`src/hw/timer_prescaler_consts.svh`:
```
// Register offsets, field positions, reset values and timing counts of the timer prescaler.
`ifndef TIMER_PRESCALER_CONSTS_SVH
`define TIMER_PRESCALER_CONSTS_SVH
`define GTC_OFFSET        12'h000
`define CSEL_OFFSET       12'h004
`define STATUS_OFFSET     12'h008
`define GTC_RESET         8'h00
`define CSEL_RESET        8'h00
`define SYNC_HOLD_BIT     7
`define DIV_RESET_BIT     0
`define CSEL1_LSB         4
`define PRESCALER_WIDTH   10
`define EXT_SYNC_STAGES   3
`endif

```
`src/hw/timer_prescaler_pkg.sv`:
```
// Types shared by the timer prescaler block.
package timer_prescaler_pkg;
   typedef enum logic [2:0] {
      CS_STOP, CS_DIV1, CS_DIV8, CS_DIV64, CS_DIV256, CS_DIV1024, CS_EXT_FALL, CS_EXT_RISE
   } count_source_t;
   typedef logic [1:0] axi_resp_t;
endpackage : timer_prescaler_pkg

```
`src/hw/timer_prescaler_sync.sv`:
```
// Shared timer prescaler, external count pin conditioning and AXI4-Lite control registers.
// Operating notes.
// The block owns one free-running divider that every timer shares.
// Each timer picks its own count source from the count select register.
// A timer never sees a clock of its own; it sees a one-cycle count pulse.
// The pulse is registered, so a timer counts one cycle after the tap fires.
// Select 1 gives a pulse on every system clock cycle.
// Selects 2 to 5 give a pulse when the divider's low bits are all ones.
// A timer that starts on a tap waits for the divider phase to come round.
// Changing a select never touches the divider, so phases stay aligned.
// Selects 6 and 7 follow the external pin of that timer instead.
// The pin passes two flip-flops before the filter looks at it, and three in all.
// A level is accepted only when the second and third stages agree.
// That filter costs a cycle of latency but drops single-cycle glitches.
// The edge detector compares the accepted level with the last one.
// An accepted edge gives exactly one pulse, on the edge that was selected.
// A pin source is never divided; each accepted edge is one count.
// The pin must stay at least two cycles at each level to be seen at all.
// Software should switch a pin source only while that pin is quiet.
// Otherwise a stale level in the filter can look like a fresh edge.
// The control register holds sync mode in bit 7 and the divider reset in bit 0.
// Writing the divider reset alone clears the divider for one cycle.
// The bit then drops by itself on the next cycle.
// With sync mode set the written divider reset value is kept.
// A held divider reset keeps the divider at zero and blocks every pulse.
// Timers can then be set up with no risk of a stray count.
// Writing sync mode back to zero lets the bit drop and counting resume.
// Reads of the control register show only bits 7 and 0; the rest read zero.
// The status word shows the divider value and the accepted pin levels.
// Only byte lane 0 of a write carries data; other lanes are ignored.
// Unmapped addresses answer with a slave error and change nothing.
// One write and one read may be under way at a time.
// A write answers two cycles after both of its halves have been taken.
// A read answers one cycle after its address has been taken.
//
// The placing of the registers and the AXI4-Lite register port were decided locally.
`include "timer_prescaler_consts.svh"
`timescale 1ns/1ps
`default_nettype none
module timer_prescaler_sync #(
   parameter int NUM_TIMERS = 2
) (
   input  wire logic                            aclk,
   input  wire logic                            aresetn,
   input  wire logic [11:0]                     s_axi_awaddr,
   input  wire logic                            s_axi_awvalid,
   output var  logic                            s_axi_awready,
   input  wire logic [31:0]                     s_axi_wdata,
   input  wire logic [3:0]                      s_axi_wstrb,
   input  wire logic                            s_axi_wvalid,
   output var  logic                            s_axi_wready,
   output var  timer_prescaler_pkg::axi_resp_t  s_axi_bresp,
   output var  logic                            s_axi_bvalid,
   input  wire logic                            s_axi_bready,
   input  wire logic [11:0]                     s_axi_araddr,
   input  wire logic                            s_axi_arvalid,
   output var  logic                            s_axi_arready,
   output var  logic [31:0]                     s_axi_rdata,
   output var  timer_prescaler_pkg::axi_resp_t  s_axi_rresp,
   output var  logic                            s_axi_rvalid,
   input  wire logic                            s_axi_rready,
   input  wire logic [NUM_TIMERS-1:0]           ext_count_pin,
   output var  logic [NUM_TIMERS-1:0]           timer_count_pulse
);
   import timer_prescaler_pkg::*;

   localparam logic [1:0] RESP_OKAY   = 2'h0;
   localparam logic [1:0] RESP_SLVERR = 2'h2;

   // Register and bus state.
   logic [7:0]  general_timer_control;
   logic [7:0]  next_general_timer_control;
   logic [7:0]  csel_reg;
   logic [7:0]  next_csel_reg;
   logic        aw_held;
   logic        next_aw_held;
   logic [11:0] aw_addr;
   logic [11:0] next_aw_addr;
   logic        w_held;
   logic        next_w_held;
   logic [31:0] w_data;
   logic [31:0] next_w_data;
   logic [3:0]  w_strb;
   logic [3:0]  next_w_strb;
   logic        bvalid_q;
   logic        next_bvalid_q;
   logic [1:0]  bresp_q;
   logic [1:0]  next_bresp_q;
   logic        rvalid_q;
   logic        next_rvalid_q;
   logic [31:0] rdata_q;
   logic [31:0] next_rdata_q;
   logic [1:0]  rresp_q;
   logic [1:0]  next_rresp_q;

   // Prescaler and pin conditioning state.
   logic [`PRESCALER_WIDTH-1:0] prescaler;
   logic [`PRESCALER_WIDTH-1:0] next_prescaler;
   logic [NUM_TIMERS-1:0]       pin_s1;
   logic [NUM_TIMERS-1:0]       pin_s2;
   logic [NUM_TIMERS-1:0]       pin_s3;
   logic [NUM_TIMERS-1:0]       pin_level;
   logic [NUM_TIMERS-1:0]       next_pin_level;
   logic [NUM_TIMERS-1:0]       next_pulse;
   logic                        divider_reset;
   logic [3:0]                  taps;

   logic       do_write;
   logic [7:0] wbyte;

   // A write fires once both address and data have been captured.
   assign do_write = aw_held && w_held && !bvalid_q;
   assign wbyte    = w_data[7:0];

   // Address and data channels are taken independently, one write at a time.
   always_comb begin
      next_aw_held = aw_held;
      next_aw_addr = aw_addr;
      next_w_held  = w_held;
      next_w_data  = w_data;
      next_w_strb  = w_strb;
      next_bvalid_q = bvalid_q;
      next_bresp_q  = bresp_q;
      next_general_timer_control = general_timer_control;
      next_csel_reg = csel_reg;
      if (s_axi_awvalid && !aw_held) begin
         next_aw_held = 1'b1;
         next_aw_addr = s_axi_awaddr;
      end
      if (s_axi_wvalid && !w_held) begin
         next_w_held = 1'b1;
         next_w_data = s_axi_wdata;
         next_w_strb = s_axi_wstrb;
      end
      if (!general_timer_control[`SYNC_HOLD_BIT]) begin
         next_general_timer_control[`DIV_RESET_BIT] = 1'b0;
      end
      if (do_write) begin
         next_aw_held  = 1'b0;
         next_w_held   = 1'b0;
         next_bvalid_q = 1'b1;
         next_bresp_q  = RESP_OKAY;
         if ({aw_addr[11:2], 2'b00} == `GTC_OFFSET) begin
            if (w_strb[0]) begin
               next_general_timer_control[`SYNC_HOLD_BIT] = wbyte[`SYNC_HOLD_BIT];
               // clear on exit
               // The written value is kept while sync mode is set; without sync mode
               // the self-clear above drops it again on the following cycle.
               next_general_timer_control[`DIV_RESET_BIT] = wbyte[`DIV_RESET_BIT];
            end
         end else if ({aw_addr[11:2], 2'b00} == `CSEL_OFFSET) begin
            if (w_strb[0]) begin
               next_csel_reg = {1'b0, wbyte[6:4], 1'b0, wbyte[2:0]};
            end
         end else if ({aw_addr[11:2], 2'b00} != `STATUS_OFFSET) begin
            next_bresp_q = RESP_SLVERR;
         end
      end
      if (bvalid_q && s_axi_bready) begin
         next_bvalid_q = 1'b0;
      end
   end

   // Read channel: one answer per accepted address.
   always_comb begin
      next_rvalid_q = rvalid_q;
      next_rdata_q  = rdata_q;
      next_rresp_q  = rresp_q;
      if (s_axi_arvalid && !rvalid_q) begin
         next_rvalid_q = 1'b1;
         next_rresp_q  = RESP_OKAY;
         next_rdata_q  = 32'h0000_0000;
         if ({s_axi_araddr[11:2], 2'b00} == `GTC_OFFSET) begin
            next_rdata_q[7:0] = general_timer_control & 8'h81;
         end else if ({s_axi_araddr[11:2], 2'b00} == `CSEL_OFFSET) begin
            next_rdata_q[7:0] = csel_reg;
         end else if ({s_axi_araddr[11:2], 2'b00} == `STATUS_OFFSET) begin
            next_rdata_q[`PRESCALER_WIDTH-1:0] = prescaler;
            next_rdata_q[16+NUM_TIMERS-1:16]   = pin_level;
         end else begin
            next_rresp_q = RESP_SLVERR;
         end
      end else if (rvalid_q && s_axi_rready) begin
         next_rvalid_q = 1'b0;
      end
   end

   // Divider reset comes from the control bit, held or momentary.
   assign divider_reset = general_timer_control[`DIV_RESET_BIT];

   always_comb begin
      next_prescaler = divider_reset ? '0 : prescaler + 1'b1;
   end

   assign taps[0] = (prescaler[2:0] == 3'h7);
   assign taps[1] = (prescaler[5:0] == 6'h3f);
   assign taps[2] = (prescaler[7:0] == 8'hff);
   assign taps[3] = (prescaler == 10'h3ff);

   // Per-timer pin conditioning and count source selection.
   // shared prescaler
   genvar gi;
   generate
      for (gi = 0; gi < NUM_TIMERS; gi++) begin : g_timer
         logic [2:0] sel;
         logic       rise;
         logic       fall;
         assign sel = csel_reg[gi*`CSEL1_LSB +: 3];
         assign next_pin_level[gi] = (pin_s2[gi] == pin_s3[gi]) ? pin_s3[gi] : pin_level[gi];
         assign rise = next_pin_level[gi] && !pin_level[gi];
         assign fall = !next_pin_level[gi] && pin_level[gi];
         always_comb begin
            if (divider_reset) begin
               next_pulse[gi] = 1'b0;
            end else begin
               case (sel)
                  CS_STOP:     next_pulse[gi] = 1'b0;
                  CS_DIV1:     next_pulse[gi] = 1'b1;
                  CS_DIV8:     next_pulse[gi] = taps[0];
                  CS_DIV64:    next_pulse[gi] = taps[1];
                  CS_DIV256:   next_pulse[gi] = taps[2];
                  CS_DIV1024:  next_pulse[gi] = taps[3];
                  CS_EXT_FALL: next_pulse[gi] = fall;
                  CS_EXT_RISE: next_pulse[gi] = rise;
                  default:     next_pulse[gi] = 1'b0;
               endcase
            end
         end
      end
   endgenerate

   // Write channel and control registers.
   always_ff @(posedge aclk) begin
      if (!aresetn) begin
         general_timer_control <= `GTC_RESET;
         csel_reg  <= `CSEL_RESET;
         aw_held   <= 1'b0;
         aw_addr   <= 12'h000;
         w_held    <= 1'b0;
         w_data    <= 32'h0000_0000;
         w_strb    <= 4'h0;
         bvalid_q  <= 1'b0;
         bresp_q   <= RESP_OKAY;
      end else begin
         general_timer_control <= next_general_timer_control;
         csel_reg  <= next_csel_reg;
         aw_held   <= next_aw_held;
         aw_addr   <= next_aw_addr;
         w_held    <= next_w_held;
         w_data    <= next_w_data;
         w_strb    <= next_w_strb;
         bvalid_q  <= next_bvalid_q;
         bresp_q   <= next_bresp_q;
      end
   end

   // Read channel registers.
   always_ff @(posedge aclk) begin
      if (!aresetn) begin
         rvalid_q  <= 1'b0;
         rdata_q   <= 32'h0000_0000;
         rresp_q   <= RESP_OKAY;
      end else begin
         rvalid_q  <= next_rvalid_q;
         rdata_q   <= next_rdata_q;
         rresp_q   <= next_rresp_q;
      end
   end

   // Shared divider register.
   always_ff @(posedge aclk) begin
      if (!aresetn) begin
         prescaler <= '0;
      end else begin
         prescaler <= next_prescaler;
      end
   end

   // Pin synchronizer, accepted levels and registered count pulses.
   always_ff @(posedge aclk) begin
      if (!aresetn) begin
         pin_s1    <= '0;
         pin_s2    <= '0;
         pin_s3    <= '0;
         pin_level <= '0;
         timer_count_pulse <= '0;
      end else begin
         pin_s1    <= ext_count_pin;
         pin_s2    <= pin_s1;
         pin_s3    <= pin_s2;
         pin_level <= next_pin_level;
         timer_count_pulse <= next_pulse;
      end
   end

   // Ready signals reflect free capture slots; outputs come from flops.
   assign s_axi_awready = !aw_held;
   assign s_axi_wready  = !w_held;
   assign s_axi_bvalid  = bvalid_q;
   assign s_axi_bresp   = bresp_q;
   assign s_axi_arready = !rvalid_q;
   assign s_axi_rvalid  = rvalid_q;
   assign s_axi_rdata   = rdata_q;
   assign s_axi_rresp   = rresp_q;
endmodule : timer_prescaler_sync
`default_nettype wire

```
`config.mk`:
```
export PLATFORM = sky130hd
export DESIGN_NAME = timer_prescaler_sync
export DESIGN_NICKNAME = d
export VERILOG_FILES = /design/src/hw/timer_prescaler_pkg.sv /design/src/hw/timer_prescaler_sync.sv
export VERILOG_INCLUDE_DIRS = /design/src /design/src/hw
export SDC_FILE = /design/constraint.sdc
export NUM_CORES = 1
export LEC_CHECK = 0
export ABC_AREA = 1
export BUFFER_PORTS_ARGS = -buffer_cell sky130_fd_sc_hd__buf_4
export CAP_MARGIN = 20
export CORE_MARGIN = 2
export CORE_UTILIZATION = 49
export DETAILED_ROUTE_END_ITERATION = 10
export GPL_TIMING_DRIVEN = 0
export HOLD_SLACK_MARGIN = 0.15
export PLACE_DENSITY = 0.81
export SLEW_MARGIN = 0
export SYNTH_ARGS = -nofsm -noshare
export SYNTH_HDL_FRONTEND = slang
export SYNTH_SLANG_ARGS = --single-unit
```
`constraint.sdc`:
```
create_clock -name aclk -period 1.4 [get_ports aclk]
set_input_delay 0.21 -clock aclk [delete_from_list [all_inputs] [get_ports aclk]]
set_output_delay 0.21 -clock aclk [all_outputs]
set_load 0.02 [all_outputs]
```
==> metrics.csv <==
metric;value;unit
status;completed;
Clock Root Buffer;clkbuf_8;
Slew Limit Fails;0;
final number of setup-violating endpoints;0;
Slew headroom;0.614;
fin crit period;1.31;ns
FF-to-FF setup slack;0.09;ns
H-Tree Depth;3;
Final #Nets;569;
final hold slack;0.154;ns
drt via density;4.86;
I/O pins;112;
worst-path maximum fanout;10;
placed cell area;3520;µm²
Syn Inst Count;393;
Seq/Total Area, Yosys;0.439;
sequential share of power;0.485;
net switching fraction of the power;0.262;
Worst Hold Class;input port to flip-flop;
final WL;6.90;mm
clk buf depth;2;
initial antenna violation count;0;
Synth-to-Final Area Change;34.0;%
DRT antenna net count;0;
P_leak;1.87;nW
final hold vios;0;
CP Launch Type;flip-flop;
mapped cell area;2920;µm²
Initial Utilization;0.499;
Synth area leaders;dfxtp_1, nor2_1, nand2_1, buf_4, o21ai_0;
count of different cell masters after synthesis;33;
pwr dens;1030;nW/µm²
largest net degree at the start of global routing;11;
Worst EP required;1.63;ns
Ys Warns;0;
Critical Path AT;1.54;ns
fin worst setup slack;0.0925;ns
CP Capture Type;flip-flop;
Largest register FFs;12;
Fillers;497;
die height;81.2;µm
Die X;81.2;µm
Avg WL per Cell;11.9;µm
Internal Power;2.99;mW
Tcrit/Tclk final;0.934;
CTS buffer count;9;
Post-DP HPWL;5.03;mm
Max VDD drop;760;µV
Max Cap Viol;0;
DR DRC count;0;
utilization after layout;0.669;
worst-margin pin slew;0.579;ns
all-layer global routing usage;0.221;
vias in the first global route;2582;
CTS tree;built;
gp weighted congestion;0.888;
ratio of cells with drive above 1 in the final layout;0.264;
die area;6600;µm²
later-pin clock latency in the skew report;0.33;ns
Logic pwr share;0.148;
FF+latch count, synth;64;
grt ovf;0;
first-pass GRT wire length;11.2;mm
Diodes inserted;0;
Via Count;2810;
core area;5850;µm²
I/O Buffers;57;
TNS Setup;0;ns
Syn Area/Cell;7.43;µm²
DR pass1 iterations;5;
Switch Pwr;1.06;mW
clk_skew;0.00437;ns
Setup CP Type;flip-flop to flip-flop;
Yosys top cell by area;dfxtp_1;
Max Freq;765;MHz
Worst-path clk slew;0.06;ns
dpl ws;-0.101;ns
# rows;28;
clk sinks;64;
Detailed Route Iter0 Violations;198;
Synth top area share;0.439;
Clock Power Share;0.367;
Final Cell Area;3920;µm²
-- cells in the mapped netlist (all sizes together) --
library cell / count
clkinv: 1
nor3b: 1
a21oi: 31
o21ai: 32
nor2: 75
o21a: 1
dfxtp: 64
conb: 1
clkbuf: 4
nand4: 4
nand3b: 1
inv: 42
xor2: 2
nand3: 31
ha: 2
nand2: 62
nor3: 6
buf: 27
nor4: 1
o211ai: 2
or2: 3
-- final timing paths --
path,from,to,cells past startpoint
min reg2reg,pin_s1[1],pin_s2[1],2
min,s_axi_awvalid,aw_held,3
max reg2reg,aw_addr[4],csel_reg[1],7
max,aw_addr[4],csel_reg[1],7
-- power groups by stage --
| stage | Clock, mW | Combinational (mW) | Sequential (mW) |
|---|---|---|---|
| floorplan | 0 | 0.335 | 2.01 |
| global placement | 0 | 0.531 | 1.99 |
| detailed placement | 0 | 0.546 | 2.00 |
| CTS | 1.49 | 0.583 | 1.96 |
| global route | 1.57 | 0.661 | 1.97 |
| finish | 1.49 | 0.598 | 1.96 |
-- repair_timing --
action                                  CTS  global route
pin swaps                                 2             3
cloned                                    0             0
setup buffers                             1             1
hold endpoints to repair                 14             0
endpoints found under the setup margin    5            18
hold buffers                             14             0
resized for setup                         8             9
-- layer usage --
layer  wire [µm]  global-route usage
met5           0                   0
met4         147               0.120
met3         386              0.0367
met2        3390               0.373
met1        2980               0.269
-- worst max-delay path, stage by stage (launching register included) --
cell     delay, ns
dfxtp_1       0.32
nor2_2        0.16
nand3_2       0.10
nor2_2        0.19
nand4_4       0.12
buf_6         0.16
nor2_1        0.10
nor2_1        0.05
-- placed cells by master (no fill, tap or decap), types with 3 or more instances in the layout --
master,netlist,routed
a21oi_1,31,31
buf_4,22,81
buf_6,3,3
clkbuf_1,3,6
clkbuf_8,1,10
clkinv_2,0,3
conb_1,1,22
dfxtp_1,64,60
dfxtp_2,0,4
dlygate4sd3_1,0,14
inv_1,40,39
inv_2,2,4
nand2_1,59,59
nand2_2,3,3
nand3_1,30,28
nand4_1,3,3
nor2_1,65,63
nor2_2,5,6
nor2_4,5,6
nor3_1,5,4
o21ai_0,32,32
-- cell type report --
cell class / count / area (µm²) / area share
inverters: 43 / 161 / 0.0412
clock inverters: 4 / 45.0 / 0.0115
repair buffers: 73 / 583 / 0.149
multi-input cells: 276 / 1380 / 0.351
clock buffers: 12 / 135 / 0.0345
flip-flops and latches: 64 / 1290 / 0.328
well taps: 75 / 93.8 / 0.0240
plain buffers: 31 / 236 / 0.0604
-- kinds of logic (layout without fill, tap and decap cells) --
group / after synthesis / in the layout / synth area share
and+or+nand+nor: 184 / 184 / 0.295
buffers and inverters: 74 / 163 / 0.135
AOI/OAI and AO/OA: 66 / 66 / 0.116
DFF: 64 / 64 / 0.439
adders and majority gates: 2 / 2 / 0.00856
xor gates and xnor gates: 2 / 2 / 0.00600
other: 1 / 22 / 0.00128
-- through the flow --
stage	std cells	power, mW
2_1_floorplan	414	2.34
3_3_place_gp	546	2.52
3_5_place_dp	546	2.54
4_1_cts	577	4.03
5_1_grt	578	4.21
6_report	578	4.05
(Power assumes the default switching activity.)
